==> config.mk <==
export PLATFORM = sky130hd
export DESIGN_NAME = dac_channel_config_and_soft_reg
export DESIGN_NICKNAME = d
export VERILOG_FILES = /design/src/dac_cfg_pkg.sv /design/src/dac_channel_config_and_soft_reg.sv
export SDC_FILE = /design/constraint.sdc
export NUM_CORES = 1
export LEC_CHECK = 0
export BUFFER_PORTS_ARGS = -buffer_cell sky130_fd_sc_hd__buf_2
export CORE_AREA = 2 2 132 134
export DETAILED_ROUTE_END_ITERATION = 10
export DIE_AREA = 0 0 134 136
export GPL_TIMING_DRIVEN = 0
export PLACE_DENSITY = 0.43
export SETUP_SLACK_MARGIN = 0.4
export SLEW_MARGIN = 20
export SYNTH_ARGS = -nofsm -noshare
export SYNTH_HDL_FRONTEND = slang
export SYNTH_SLANG_ARGS = --single-unit
==> constraint.sdc <==
create_clock -name clk_i -period 2.4 [get_ports clk_i]
set_input_delay 0.48 -clock clk_i [delete_from_list [all_inputs] [get_ports clk_i]]
set_output_delay 0.48 -clock clk_i [all_outputs]
set_load 0.05 [all_outputs]
==> src/dac_cfg_pkg.sv <==
// Constants for the channel configuration and software command decoder
package dac_cfg_pkg;

	// ************************************************************
	// Frame layout: two channel address bits, then a 16-bit word
	// ************************************************************
	localparam int unsigned FRAME_BITS    = 18;
	localparam int unsigned CNT_W         = 5;
	localparam logic [4:0]  FRAME_LEN     = 5'h12;
	localparam int unsigned CHAN_HI       = 17;
	localparam int unsigned CHAN_LO       = 16;
	localparam int unsigned SEL_HI        = 15;
	localparam int unsigned SEL_LO        = 13;

	// ************************************************************
	// Register select codes in bits 15..13 of the word
	// ************************************************************
	localparam logic [2:0]  SEL_CHANNEL_CONTROL   = 3'h2;
	localparam logic [2:0]  SEL_SOFTWARE_COMMAND  = 3'h4;

	// ************************************************************
	// Channel control field positions and reset values
	// ************************************************************
	localparam int unsigned POS_OUTPUT_ON = 6;
	localparam int unsigned POS_SENSE_SEL = 5;
	localparam int unsigned POS_BOOST     = 4;
	localparam int unsigned POS_RANGE_HI  = 2;
	localparam int unsigned POS_RANGE_LO  = 0;
	localparam logic        RST_SENSE_SEL = 1'b0;
	localparam logic        RST_BOOST     = 1'b0;
	localparam logic        RST_OUTPUT_ON = 1'b0;
	localparam logic [2:0]  RST_RANGE     = 3'h4;

	// ************************************************************
	// Range codes
	// ************************************************************
	localparam logic [2:0]  RANGE_4_20    = 3'h4;
	localparam logic [2:0]  RANGE_0_20    = 3'h5;
	localparam logic [2:0]  RANGE_0_24    = 3'h6;

	// ************************************************************
	// Software command fields and codes
	// ************************************************************
	localparam int unsigned POS_USER_BIT  = 12;
	localparam logic [11:0] CODE_RESET    = 12'h555;
	localparam logic [11:0] CODE_SERVICE  = 12'h195;
	localparam logic        RST_USER_BIT  = 1'b0;

	// ************************************************************
	// Watchdog timing
	// ************************************************************
	localparam int unsigned CLK_HZ        = 25000000;
	localparam int unsigned WDOG_MS       = 5;
	localparam int unsigned WDOG_CYCLES   = (CLK_HZ / 1000) * WDOG_MS;
	localparam int unsigned WDOG_W        = 24;

endpackage

==> src/dac_channel_config_and_soft_reg.sv <==
// Serial-written channel configuration and software command register block
// What this block does
// Sense resistor select bit: 0 external (reset), 1 internal.
// Per-channel boost power bit: 0 powered down (reset), 1 powered up.
// One global bit powers up all boost converters together.
// Host clears the channel output enable before powering its boost down. The block does not check or enforce this order.
// Range 100 is 4-20 mA, 101 0-20 mA, 110 0-24 mA; others reserved.
// The proper code in the software register resets the whole part.
// Reset code is 0x555 in the twelve low software register bits.
// Software register bit 12 is mirrored onto the user_toggle_o output.
// With watchdog on, host writes 0x195 before each timeout.
// Missing service code within the timeout raises the alert output.
// Service code is required only while the watchdog is enabled.
// Other software writes only update the mirrored user bit.
`timescale 1ns/1ns
module dac_channel_config_and_soft_reg #(
	parameter int unsigned WDOG_TIMEOUT = dac_cfg_pkg::WDOG_CYCLES
) (
	// Clock, reset, enable
	input  wire logic        clk_i,
	input  wire logic        rstn_i,
	input  wire logic        ce_i,
	// Serial link pins
	input  wire logic        serial_clk_i,
	input  wire logic        serial_frame_n_i,
	input  wire logic        serial_in_pin_i,
	// Main control inputs
	input  wire logic        all_boost_power_up_i,
	input  wire logic        watchdog_enable_i,
	// Per-channel configuration
	output logic [3:0]       sense_resistor_select_o,
	output logic [3:0]       boost_power_up_o,
	output logic [3:0]       channel_output_on_o,
	output logic [11:0]      output_range_code_o,
	// Status and events
	output logic             user_toggle_o,
	output logic             alert_o,
	output logic             soft_reset_o
);

	// ************************************************************
	// Pin synchronisers
	// ************************************************************
	logic [2:0] meta_q;
	logic [2:0] sync_q;
	logic       sclk_prev_q;
	logic       frame_prev_q;

	always_ff @(posedge clk_i or negedge rstn_i)
	begin
		if (!rstn_i)
		begin
			meta_q       <= 3'h7;
			sync_q       <= 3'h7;
			sclk_prev_q  <= 1'b1;
			frame_prev_q <= 1'b1;
		end
		else if (ce_i)
		begin
			meta_q       <= {serial_clk_i, serial_frame_n_i, serial_in_pin_i};
			sync_q       <= meta_q;
			sclk_prev_q  <= sync_q[2];
			frame_prev_q <= sync_q[1];
		end
	end

	logic sclk_fall;
	logic frame_end;
	logic in_frame;
	assign in_frame  = !sync_q[1];
	// Data is taken on the falling serial clock edge, frame closes on rising frame line
	assign sclk_fall = sclk_prev_q && !sync_q[2] && in_frame;
	assign frame_end = !frame_prev_q && sync_q[1];

	// ************************************************************
	// Shift register
	// ************************************************************
	typedef enum logic [1:0] {
		LINK_IDLE  = 2'b01,
		LINK_SHIFT = 2'b10
	} link_state_t;

	link_state_t                             link_q, link_d;
	logic [dac_cfg_pkg::FRAME_BITS-1:0]      shift_q, shift_d;
	logic [dac_cfg_pkg::CNT_W-1:0]           cnt_q, cnt_d;
	logic                                    commit;

	always_comb
	begin
		link_d  = link_q;
		shift_d = shift_q;
		cnt_d   = cnt_q;
		commit  = 1'b0;
		case (link_q)
			LINK_IDLE:
			begin
				cnt_d = '0;
				if (in_frame)
				begin
					link_d = LINK_SHIFT;
				end
			end
			LINK_SHIFT:
			begin
				if (sclk_fall)
				begin
					shift_d = {shift_q[dac_cfg_pkg::FRAME_BITS-2:0], sync_q[0]};
					if (cnt_q != 5'h1F)
					begin
						cnt_d = cnt_q + 5'h01;
					end
				end
				if (frame_end)
				begin
					// Short or long frames are dropped whole
					commit = (cnt_q == dac_cfg_pkg::FRAME_LEN);
					link_d = LINK_IDLE;
				end
			end
			default:
			begin
				link_d = LINK_IDLE;
			end
		endcase
	end

	always_ff @(posedge clk_i or negedge rstn_i)
	begin
		if (!rstn_i)
		begin
			link_q  <= LINK_IDLE;
			shift_q <= '0;
			cnt_q   <= '0;
		end
		else if (ce_i)
		begin
			link_q  <= link_d;
			shift_q <= shift_d;
			cnt_q   <= cnt_d;
		end
	end

	// ************************************************************
	// Register decode
	// ************************************************************
	logic [1:0]  chan;
	logic [2:0]  sel;
	logic [11:0] low_code;
	logic [2:0]  new_range;
	logic        wr_chan;
	logic        wr_soft;
	logic        do_reset;
	logic        do_service;
	assign chan       = shift_q[dac_cfg_pkg::CHAN_HI:dac_cfg_pkg::CHAN_LO];
	assign sel        = shift_q[dac_cfg_pkg::SEL_HI:dac_cfg_pkg::SEL_LO];
	assign low_code   = shift_q[11:0];
	assign new_range  = shift_q[dac_cfg_pkg::POS_RANGE_HI:dac_cfg_pkg::POS_RANGE_LO];
	assign wr_chan    = commit && (sel == dac_cfg_pkg::SEL_CHANNEL_CONTROL);
	assign wr_soft    = commit && (sel == dac_cfg_pkg::SEL_SOFTWARE_COMMAND);
	assign do_reset   = wr_soft && (low_code == dac_cfg_pkg::CODE_RESET);
	assign do_service = wr_soft && (low_code == dac_cfg_pkg::CODE_SERVICE);

	// ************************************************************
	// Configuration registers
	// ************************************************************
	logic [3:0]  sense_q, sense_d;
	logic [3:0]  boost_q, boost_d;
	logic [3:0]  out_on_q, out_on_d;
	logic [11:0] range_q, range_d;
	logic [3:0]  boost_out_q, boost_out_d;
	logic        user_q, user_d;
	logic        reset_pulse_q, reset_pulse_d;

	always_comb
	begin
		sense_d       = sense_q;
		boost_d       = boost_q;
		out_on_d      = out_on_q;
		range_d       = range_q;
		user_d        = user_q;
		reset_pulse_d = do_reset;
		if (do_reset)
		begin
			// Software reset returns every field to its reset value
			sense_d  = {4{dac_cfg_pkg::RST_SENSE_SEL}};
			boost_d  = {4{dac_cfg_pkg::RST_BOOST}};
			out_on_d = {4{dac_cfg_pkg::RST_OUTPUT_ON}};
			range_d  = {4{dac_cfg_pkg::RST_RANGE}};
			user_d   = dac_cfg_pkg::RST_USER_BIT;
		end
		else
		begin
			if (wr_soft)
			begin
				user_d = shift_q[dac_cfg_pkg::POS_USER_BIT];
			end
			if (wr_chan)
			begin
				sense_d[chan]  = shift_q[dac_cfg_pkg::POS_SENSE_SEL];
				boost_d[chan]  = shift_q[dac_cfg_pkg::POS_BOOST];
				out_on_d[chan] = shift_q[dac_cfg_pkg::POS_OUTPUT_ON];
				// Reserved range codes leave the channel's range unchanged
				if ((new_range == dac_cfg_pkg::RANGE_4_20) ||
					(new_range == dac_cfg_pkg::RANGE_0_20) ||
					(new_range == dac_cfg_pkg::RANGE_0_24))
				begin
					range_d[chan*3 +: 3] = new_range;
				end
			end
		end
		boost_out_d = boost_d | {4{all_boost_power_up_i}};
	end

	always_ff @(posedge clk_i or negedge rstn_i)
	begin
		if (!rstn_i)
		begin
			sense_q       <= {4{dac_cfg_pkg::RST_SENSE_SEL}};
			boost_q       <= {4{dac_cfg_pkg::RST_BOOST}};
			out_on_q      <= {4{dac_cfg_pkg::RST_OUTPUT_ON}};
			range_q       <= {4{dac_cfg_pkg::RST_RANGE}};
			boost_out_q   <= 4'h0;
			user_q        <= dac_cfg_pkg::RST_USER_BIT;
			reset_pulse_q <= 1'b0;
		end
		else if (ce_i)
		begin
			sense_q       <= sense_d;
			boost_q       <= boost_d;
			out_on_q      <= out_on_d;
			range_q       <= range_d;
			boost_out_q   <= boost_out_d;
			user_q        <= user_d;
			reset_pulse_q <= reset_pulse_d;
		end
	end

	// ************************************************************
	// Watchdog
	// ************************************************************
	logic [dac_cfg_pkg::WDOG_W-1:0] wdog_q, wdog_d;
	logic                           alert_q, alert_d;
	localparam logic [dac_cfg_pkg::WDOG_W-1:0] WDOG_LAST =
		dac_cfg_pkg::WDOG_W'(WDOG_TIMEOUT - 1);

	always_comb
	begin
		wdog_d  = wdog_q;
		alert_d = alert_q;
		// Disabled watchdog holds the count cleared and never faults
		if (!watchdog_enable_i || do_service || do_reset)
		begin
			wdog_d = '0;
		end
		else if (wdog_q != WDOG_LAST)
		begin
			wdog_d = wdog_q + 1'b1;
		end
		if (do_reset || !watchdog_enable_i)
		begin
			alert_d = 1'b0;
		end
		else if (do_service)
		begin
			alert_d = 1'b0;
		end
		if (watchdog_enable_i && !do_service && !do_reset && (wdog_q == WDOG_LAST))
		begin
			alert_d = 1'b1;
		end
	end

	always_ff @(posedge clk_i or negedge rstn_i)
	begin
		if (!rstn_i)
		begin
			wdog_q  <= '0;
			alert_q <= 1'b0;
		end
		else if (ce_i)
		begin
			wdog_q  <= wdog_d;
			alert_q <= alert_d;
		end
	end

	// ************************************************************
	// Outputs
	// ************************************************************
	assign sense_resistor_select_o = sense_q;
	assign boost_power_up_o        = boost_out_q;
	assign channel_output_on_o     = out_on_q;
	assign output_range_code_o     = range_q;
	assign user_toggle_o           = user_q;
	assign alert_o                 = alert_q;
	assign soft_reset_o            = reset_pulse_q;

endmodule // dac_channel_config_and_soft_reg

==> qor.yml, run 1 <==
outcome:
  status: "finished clean"
logic_synthesis:
  synth_xor_area_share_pct: 0.591
  avgSynthCellArea_um2: 10.6
  yosys_warnings: 0
  ys.flop_type: "dfrtp_1"
  synth_edf_count: 0
  async_flop_share_pct: 100
  synthSimpleGateAreaFrac_pct: 18.3
  ys_seq_area_share_pct: 49.9
  postSynthCellCount: 419
  ys_ff_latch: 88
  synth_cell_types: 61
  synth_top_family_by_area: "simple AND/OR/NAND/NOR gates"
  synth_fp_nets: 436
  synthAdderAreaFrac_pct: 2.53
  synthMuxAreaShare_pct: 8.75
  syn_area_um2: 4450
  synth_compound_area_share_pct: 16.3
worst_setup_path:
  critPathCaptureType: "flip-flop"
  cp.required_ns: 2.63
  worst_path_most_repeated_cell: "buf_6"
  path_cells: "clkbuf_8 > nor3b_4 > nand4b_1 > buf_6 > or3_4 > buf_6 > a21o_1 > mux2_4"
  critPathMaxStageDelay_ns: 0.38
  slowest_stage: "or3_4"
  crit_arrival_ns: 2.34
  critPathMaxFanout: 8
  start_kind: "flip-flop"
  critPathKind: "flip-flop to flip-flop"
routing:
  dr.first_iter.drc_count: 187
  routed_wl_um: 12100
  dr.pass1.iters: 4
  final_antenna_net_count: 0
  post_drt_wl_per_cell_um: 16.6
  via_count: 3607
  drc: 0
  via_per_inst: 4.95
power:
  p_total_mw: 3.71
  p_leak_nw: 2.59
  cellPowerDensity_nw_per_um2: 629
  power.internal_mw: 2.81
  power_frac_seq_pct: 44.6
  swShare_pct: 24.3
  peakVddDrop_mv: 0.364
  power_frac_clock_pct: 45.1
  switchingPower_mw: 0.899
  comb_power_share_pct: 10.4
die:
  die_x_um: 134
  die_area_um2: 18200
  rows: 48
  die_h_um: 136
  start_util_pct: 26.3
  core_um2: 16900
  ioPinCount: 35
clock_network:
  root_buffer: "clkbuf_16"
  cts_tree: "done"
  cts_num_sinks: 88
  cts-buffers-inserted: 9
  clk_pin_slew_worst_paths_ns: 0.07
  htree_levels: 3
  clk_path_buf_depth: 2
  clk_latency_ns: 0.35
layout:
  fin_cells: 729
  syn2layout_area_growth_pct: 32.6
  nNetsFinal: 516
  drive_gt1_share_pct: 37.1
  diodes: 0
  fin_area_um2: 5890
  num-fill-cells: 1672
placed_design:
  dp.cells: 679
  placed_cell_area_um2: 4950
  port_buffers: 34
  globalplace.congestion: 0.806
  dp_hpwl_um: 8340
sta:
  fin_crit_sh_pct: 88.1
  slew_viol_final: 0
  final-setup-viol-count: 0
  max_freq_mhz: 473
  rsz0062_at_grt: "true"
  worst_pin_slew_ns: 0.748
  slew_headroom_pct: 50.1
  clock_skew_ns: 0.00773
  period_minus_slack_ns: 2.11
  hold_viol: 0
grt:
  grt_antenna_before_repair: 0
  first_global_vias: 3588
  grtUsageTotal_pct: 14.0
  grt_overflow: 0
  grt_max_degree: 61
  grt_pass1_wl_um: 19700
worst_hold_path:
  hold_class: "primary input to async pin"
flow_run:
  cap_viol_max_count: 0
-- Yosys cell counts (3+ instances only) --
cell | instances | area, um^2
a21o_1 | 7 | 52.6
a21oi_1 | 14 | 70.1
a22o_1 | 7 | 61.3
a32o_1 | 5 | 50.1
and3_1 | 8 | 50.1
clkbuf_1 | 12 | 45.0
dfrtp_1 | 75 | 1880
dfstp_2 | 13 | 342
ha_1 | 9 | 113
inv_1 | 20 | 75.1
mux2_2 | 27 | 304
mux2_4 | 3 | 45.0
mux2i_1 | 4 | 40.0
nand2_1 | 40 | 150
nand2b_1 | 3 | 18.8
nand3_1 | 18 | 90.1
nand4_1 | 11 | 68.8
nor2_1 | 16 | 60.1
nor2b_1 | 5 | 31.3
nor3_1 | 9 | 45.0
nor3b_1 | 3 | 22.5
nor4_1 | 8 | 50.1
o211ai_1 | 3 | 22.5
o21ai_0 | 27 | 135
o22a_1 | 7 | 61.3
o2bb2ai_1 | 10 | 87.6
o31ai_1 | 4 | 30.0
or3_1 | 7 | 43.8
-- placed cells by master (no fill, tap or decap), types with 8 or more instances in the layout --
cell type  instances
clkbuf_16          9
mux2_2            24
ha_1               9
nand3_1           15
buf_4             27
nand2_1           40
nand4_1           11
buf_6             11
buf_2             34
nor2_1            14
inv_1             20
a21oi_1           14
dfstp_2           13
o21ai_0           22
and3_1             8
dfrtp_1           69
-- repair_timing --
action / CTS / global route
pin swaps: 22 / 10
hold buffers: 0 / 0
endpoints found under the setup margin: 59 / 66
cloned: 1 / 0
buffers inserted: 29 / 4
resized for setup: 56 / 26
-- through the flow --
step	TNS, ns	hold WS (ns)	util [%]	setup WS (ns)
6_report	0	0.00326	34.9	0.287
5_1_grt	0	0.0135	34.9	0.188
4_1_cts	0	0.00622	34.0	0.274
3_5_place_dp	-6.21	0.385	29.4	-0.291
3_3_place_gp	-11.48	0.477	29.2	-0.301
2_1_floorplan	0	0.184	-	0.358
-- flip-flops by register name, summed over array words and instances (netlist names) --
| signal | cells |
|---|---|
| wdog_q | 24 |
| channel_output_on_o | 4 |
| sync_q | 3 |
| sclk_prev_q | 1 |
| link_q | 2 |
| boost_q | 4 |
| sense_resistor_select_o | 4 |
| shift_q | 18 |
| boost_power_up_o | 4 |
| soft_reset_o | 1 |
| user_toggle_o | 1 |
| alert_o | 1 |
| frame_prev_q | 1 |
| cnt_q | 5 |
| output_range_code_o | 12 |
| meta_q | 3 |
-- critical path: cells and delay by family, from the launching register on --
| family | cells | cell delay, ns |
|---|---|---|
| flops | 1 | 0.37 |
| simple gates | 3 | 0.68 |
| mux | 1 | 0.30 |
| buf+inv | 3 | 0.46 |
| compound gates | 1 | 0.19 |
-- cell type report --
class / count / area [um^2] / share of cell area (%)
multi-input cells: 293 / 2330 / 39.5
flip-flops and latches: 88 / 2230 / 37.8
repair buffers: 69 / 505 / 8.58
well taps: 225 / 282 / 4.78
clock buffers: 11 / 253 / 4.29
plain buffers: 17 / 120 / 2.04
clock inverters: 5 / 103 / 1.74
inverters: 21 / 80.1 / 1.36
-- logic make-up (layout without fill, tap and decap cells) --
logic type,after synthesis,in the layout
xor gates and xnor gates,3,3
buffers and inverters,38,123
muxes,34,34
adders and majority gates,9,9
DFF,88,88
and+or+nand+nor,145,145
AOI/OAI and AO/OA,102,102
-- routing by layer --
metal | global-route usage [%] | routed length [um] | up-vias
li1 | - | - | 1718
met1 | 18.3 | 5620 | 1820
met2 | 23.0 | 5980 | 55
met3 | 3.28 | 355 | 14
met4 | 4.20 | 165 | 0
met5 | 0 | 0 | -
-- power groups by stage --
stage / Sequential (mW) / Combinational (mW) / Clock (mW)
finish: 1.65 / 0.384 / 1.67
global route: 1.66 / 0.431 / 1.78
CTS: 1.65 / 0.373 / 1.72
detailed placement: 1.68 / 0.314 / 0
global placement: 1.68 / 0.302 / 0
floorplan: 1.67 / 0.182 / 0
-- final timing paths --
path	endpoint	from	slack, ns	cells after the start
min in group clk_i	meta_q[1]	serial_frame_n_i	0.36	2
max in group asynchronous	output_range_code_o[11]	rstn_i	1.75	2
min	wdog_q[21]	rstn_i	0.003	1
max reg2reg	sense_resistor_select_o[1]	shift_q[1]	0.29	8
max	sense_resistor_select_o[1]	shift_q[1]	0.29	8
min reg2reg	sync_q[1]	meta_q[1]	0.49	2
No activity file was read; power rests on OpenSTA's default activity.
==> run 2: changes to the inputs <==
SETUP_SLACK_MARGIN = 0.2   (was 0.4)
==> run 2 against run 1 <==
Effect of this change: via count up 0.25%; combinational power shrank 2%; die area stayed put; final cell count is 0.27% lower; sequential share of layout area up 1.9 points; critical path type unchanged.
==> qor.yml, run 2 (synthesis results as in run 1) <==
clock_network:
  clk_pin_slew_worst_paths_ns: 0.07  # about the same
  clk_path_buf_depth: 2  # unchanged
  hold_buffers: 0  # unchanged
  cts-buffers-inserted: 9  # unchanged
  htree_levels: 3  # unchanged
  clk_latency_ns: 0.35  # about the same
  cts_num_sinks: 88  # unchanged
  cts_tree: "done"
  root_buffer: "clkbuf_16"
sta:
  clock_skew_ns: 0.00936  # +0.00162 ns
  slew_viol_final: 0  # unchanged
  period_minus_slack_ns: 2.19  # +0.0759 ns
  worst_pin_slew_ns: 0.697  # -0.0509 ns
  slew_headroom_pct: 53.5  # +3.4 points
  final-setup-viol-count: 0  # unchanged
  hold_viol: 0  # unchanged
  fin_crit_sh_pct: 91.2  # +3.2 points
  max_freq_mhz: 457  # -3.5%
  fin_tns_setup_ns: 0  # unchanged
  rsz0062_at_grt: "true"
  setup_ws_ns: 0.211  # -0.0759 ns
grt:
  grt_max_degree: 49  # -20%
  first_global_vias: 3624  # +1.0%
  grt_overflow: 0  # unchanged
  grt_pass1_wl_um: 19700  # +0.25%
  grt_antenna_before_repair: 0  # unchanged
  grtUsageTotal_pct: 14.0  # +0.044 points
routing:
  final_antenna_net_count: 0  # unchanged
  via_per_inst: 4.97  # +0.53%
  post_drt_wl_per_cell_um: 16.7  # +0.45%
  dr.pass1.iters: 4  # unchanged
  dr.first_iter.drc_count: 268  # +43%
  via_count: 3616  # +0.25%
  routed_wl_um: 12200  # +0.17%
  drc: 0  # unchanged
flow_run:
  cap_viol_max_count: 0  # unchanged
worst_hold_path:
  hold_class: "primary input to async pin"
layout:
  nNetsFinal: 514  # -0.39%
  final_common_cell: "dfrtp_1"
  syn2layout_area_growth_pct: 26.0
  drive_gt1_share_pct: 31.1  # -6.0 points
  top_register: "wdog_q"
  largest_register_ffs: 24  # unchanged
  final_cell_mix: "dfrtp_1, nand2_1, buf_2"
  diodes: 0  # unchanged
  num-fill-cells: 1720  # +2.9%
die:
  start_util_pct: 26.3  # unchanged
  die_area_um2: 18200  # unchanged
  die_h_um: 136  # unchanged
  ioPinCount: 35  # unchanged
  core_um2: 16900  # unchanged
  die_x_um: 134  # unchanged
  rows: 48  # unchanged
worst_setup_path:
  start_kind: "flip-flop"
  critPathCaptureType: "flip-flop"
  critPathMaxFanout: 5  # -3
  critPathKind: "flip-flop to flip-flop"
  crit_arrival_ns: 2.42  # +0.08 ns
  cp.required_ns: 2.63  # about the same
placed_design:
  dp_hpwl_um: 8320  # -0.17%
  globalplace.congestion: 0.794  # -1.6%
  pre_cts_ws_ns: -0.330  # -0.0390 ns
  port_buffers: 34  # unchanged
power:
  p_total_mw: 3.43  # -7.4%
  p_leak_nw: 2.48  # -4.1%
  peakVddDrop_mv: 0.385  # +5.6%
  cellPowerDensity_nw_per_um2: 613  # -2.6%
outcome:
  status: "finished clean"
==> run 2: repair_timing <==
item | CTS | global route
gates cloned | 0 | 2
resized for setup | 19 | 27
pin swaps | 9 | 13
buffers inserted | 16 | 14
endpoints found under the setup margin | 52 | 32
==> run 2: metal layers <==
metal	share of wire [%]	wire length, um	global-route usage (%)	vias to the layer above
met5	0	0	0	-
met4	1.9	225	4.55	0
met3	3.6	442	3.47	17
met2	47	5740	22.9	63
met1	47	5750	18.2	1818
li1	-	-	-	1718
==> run 2: critical path, stage by stage (launching register included) <==
cell and delay (ns):
dfstp_2 0.54, and4bb_2 0.29, nand4_4 0.17, buf_6 0.18, o311ai_4 0.33, buf_6 0.17
buf_6 0.12, nor3_1 0.06, a211o_1 0.22
==> run 2: power by group <==
group | internal [mW] | switching (mW) | leakage [nW]
logic | 0.161 | 0.217 | 1.20
clock network | 0.808 | 0.600 | 0.136
registers | 1.57 | 0.0775 | 1.14
total | 2.54 | 0.894 | 2.48
==> run 2: area by class of cell <==
class	count	area, um^2	share of cell area (%)
sequential	88	2220	39.7
timing repair buffer	67	460	8.22
tap	225	282	5.02
clock buffer	11	233	4.15
buffer	17	108	1.92
multi-input combinational	293	2160	38.5
clock inverter	5	58.8	1.05
inverter	21	82.6	1.47
==> run 2: stage by stage <==
stage	std cells	area (um^2)	hold slack [ns]	utilization [%]
5_1_grt	727	5600	0.0585	33.2
3_3_place_gp	678	4900	0.474	29.0
3_5_place_dp	679	4930	0.431	29.2
6_report	727	5600	0.0422	33.2
4_1_cts	711	5410	0.0546	32.0
2_1_floorplan	419	4450	0.184	-
==> run 2: final timing paths <==
path / from / to / slack [ns] / cells past startpoint
setup / recovery: sync_q[1] / wdog_q[14] / 0.21 / 8
hold / removal: rstn_i / cnt_q[4] / 0.04 / 1
setup reg to reg: sync_q[1] / wdog_q[14] / 0.21 / 8
hold reg to reg: output_range_code_o[8] / output_range_code_o[8] / 0.48 / 2
max in group asynchronous: rstn_i / output_range_code_o[5] / 1.71 / 2
min in group clk_i: serial_in_pin_i / meta_q[0] / 0.36 / 2
==> run 3: changes to the inputs <==
CAP_MARGIN = 0   (was unset)
PLACE_DENSITY = 0.44   (was 0.43)
clock period = 1.9 ns   (was 2.4 ns; I/O delays follow)
==> run 3 against run 2 <==
Effect of this change: the run now ends with negative setup slack left; via count rose by 2.7%; sequential power increased by 27%; design area rose by 9.4%; total power grew 28%; utilization increased by 3.1 points; critical path depth is 2 lower; count of clock-buffer cells in the layout fell by 1; largest cell class is now multi-input gates.
==> qor.yml, run 3 (synthesis results as in run 1) <==
outcome:
  status: "finished, violations left"
  violations: "negative setup slack"
routing:
  post_drt_wl_per_cell_um: 16.7  # +0.21%
  dr.pass1.iters: 4  # unchanged
  dr.first_iter.drc_count: 176  # -34%
  via_per_inst: 4.99  # +0.36%
  routed_wl_um: 12500  # +2.6%
  drc: 0  # unchanged
  final_antenna_net_count: 0  # unchanged
  via_count: 3714  # +2.7%
power:
  cellPowerDensity_nw_per_um2: 716  # +17%
  p_total_mw: 4.39  # +28%
  p_leak_nw: 2.67  # +7.4%
  peakVddDrop_mv: 0.416  # +8.2%
layout:
  num-fill-cells: 1693  # -1.6%
  final_common_cell: "dfrtp_1"
  fin_area_um2: 6130  # +9.4%
  largest_register_ffs: 24  # unchanged
  drive_gt1_share_pct: 42.2  # +11 points
  final_cell_mix: "dfrtp_1, nand2_1, buf_2"
  top_register: "wdog_q"
  nNetsFinal: 531  # +3.3%
  diodes: 0  # unchanged
  syn2layout_area_growth_pct: 37.9
sta:
  slew_viol_final: 0  # unchanged
  final-setup-viol-count: 51  # +51
  period_minus_slack_ns: 2.10  # -0.0887 ns
  rsz0062_at_grt: "true"
  slew_headroom_pct: 59.3  # +5.7 points
  worst_pin_slew_ns: 0.611  # -0.0862 ns
  hold_viol: 0  # unchanged
  max_freq_mhz: 476  # +4.2%
  setup_ws_ns: -0.200  # -0.411 ns
  clock_skew_ns: 0.00728  # -0.00208 ns
  fin_crit_sh_pct: 111  # +19 points
worst_setup_path:
  critPathKind: "flip-flop to flip-flop"
  cp.required_ns: 2.14  # -0.49 ns
  crit_arrival_ns: 2.34  # -0.08 ns
  start_kind: "flip-flop"
  critPathCaptureType: "flip-flop"
  r2r_cells: 6  # -2
  critPathMaxFanout: 7  # +2
grt:
  grt_pass1_wl_um: 20500  # +4.0%
  grtUsageTotal_pct: 14.4  # +0.36 points
  grt_antenna_before_repair: 0  # unchanged
  grt_max_degree: 77  # +57%
  grt_overflow: 0  # unchanged
  first_global_vias: 3706  # +2.3%
clock_network:
  clk_latency_ns: 0.35  # about the same
  clk_path_buf_depth: 2  # unchanged
  clk_pin_slew_worst_paths_ns: 0.07  # about the same
  root_buffer: "clkbuf_16"
  htree_levels: 3  # unchanged
  cts_num_sinks: 88  # unchanged
  cts-buffers-inserted: 9  # unchanged
  cts_tree: "done"
die:
  ioPinCount: 35  # unchanged
  core_um2: 16900  # unchanged
  die_area_um2: 18200  # unchanged
  rows: 48  # unchanged
  start_util_pct: 26.3  # unchanged
  die_h_um: 136  # unchanged
  die_x_um: 134  # unchanged
worst_hold_path:
  hold_path_depth: 2
  hold_class: "primary input to flip-flop"
placed_design:
  dp_hpwl_um: 8270  # -0.60%
  placed_cell_area_um2: 4990  # +1.1%
  globalplace.congestion: 0.812  # +2.3%
  port_buffers: 34  # unchanged
flow_run:
  cap_viol_max_count: 0  # unchanged
==> run 3: changes by cell type in the layout (fill, tap and decap cells not counted), sizes merged <==
cell,before,now
buf,74,91
bufinv,1,0
clkinvlp,3,2
dlygate4sd3,0,1
inv,20,23
clkbuf,21,19
==> run 3: layout make-up <==
cell class,instances,area [um^2],area share (%)
timing repair buffer,84,666,10.9
buffer,17,140,2.29
tap,225,282,4.59
multi-input combinational,293,2450,39.9
inverter,21,80.1,1.31
sequential,88,2230,36.3
clock buffer,10,239,3.90
clock inverter,6,50.0,0.816
==> run 3: worst max-delay path: stages (launching register included) <==
cell	delay [ns]
dfstp_2	0.54
and4bb_2	0.29
nand4_4	0.13
or3_4	0.37
buf_6	0.14
a21o_1	0.21
mux2_4	0.30
==> run 3: power by group <==
part	leakage (nW)	total [mW]	internal, mW	switching [mW]
sequential	1.14	2.09	1.98	0.104
clock	0.136	1.74	0.939	0.805
combinational	1.39	0.559	0.246	0.314
total	2.67	4.39	3.17	1.22
==> run 3: stage by stage <==
| step | setup WS, ns | util [%] | cells | hold WS (ns) | TNS (ns) |
|---|---|---|---|---|---|
| floorplan | -0.142 | - | 419 | 0.0844 | -1.18 |
| detailed placement | -0.678 | 29.6 | 679 | 0.219 | -32.24 |
| global route | -0.335 | 36.3 | 744 | 0.250 | -12.70 |
| finish | -0.200 | 36.3 | 744 | 0.262 | -5.60 |
| global placement | -0.692 | 29.4 | 678 | 0.477 | -68.30 |
| CTS | -0.232 | 33.7 | 727 | 0.250 | -7.36 |
==> run 3: repair_timing <==
action | in CTS | in global routing
endpoints found under the setup margin | 88 | 75
buffers inserted | 31 | 17
hold buffers | 1 | 0
pin swaps | 20 | 29
gates resized for setup | 50 | 68
hold endpoints to repair | 12 | 0
==> run 3: metal layers <==
metal	vias up	part of all wire, %	GRT usage, %
li1	1766	-	-
met1	1888	47	19.0
met2	49	50	23.6
met3	11	2.8	3.47
met4	0	0.90	3.66
met5	-	0	0
==> run 3: final timing paths <==
| kind | to | slack (ns) | start |
|---|---|---|---|
| setup / recovery | sense_resistor_select_o[3] | -0.20 | sync_q[1] |
| hold / removal | meta_q[0] | 0.26 | serial_in_pin_i |
| setup reg to reg | sense_resistor_select_o[3] | -0.20 | sync_q[1] |
| hold reg to reg | boost_q[3] | 0.49 | boost_q[3] |
| max in group asynchronous | meta_q[2] | 0.83 | rstn_i |
| min in group asynchronous | wdog_q[5] | 0.42 | rstn_i |
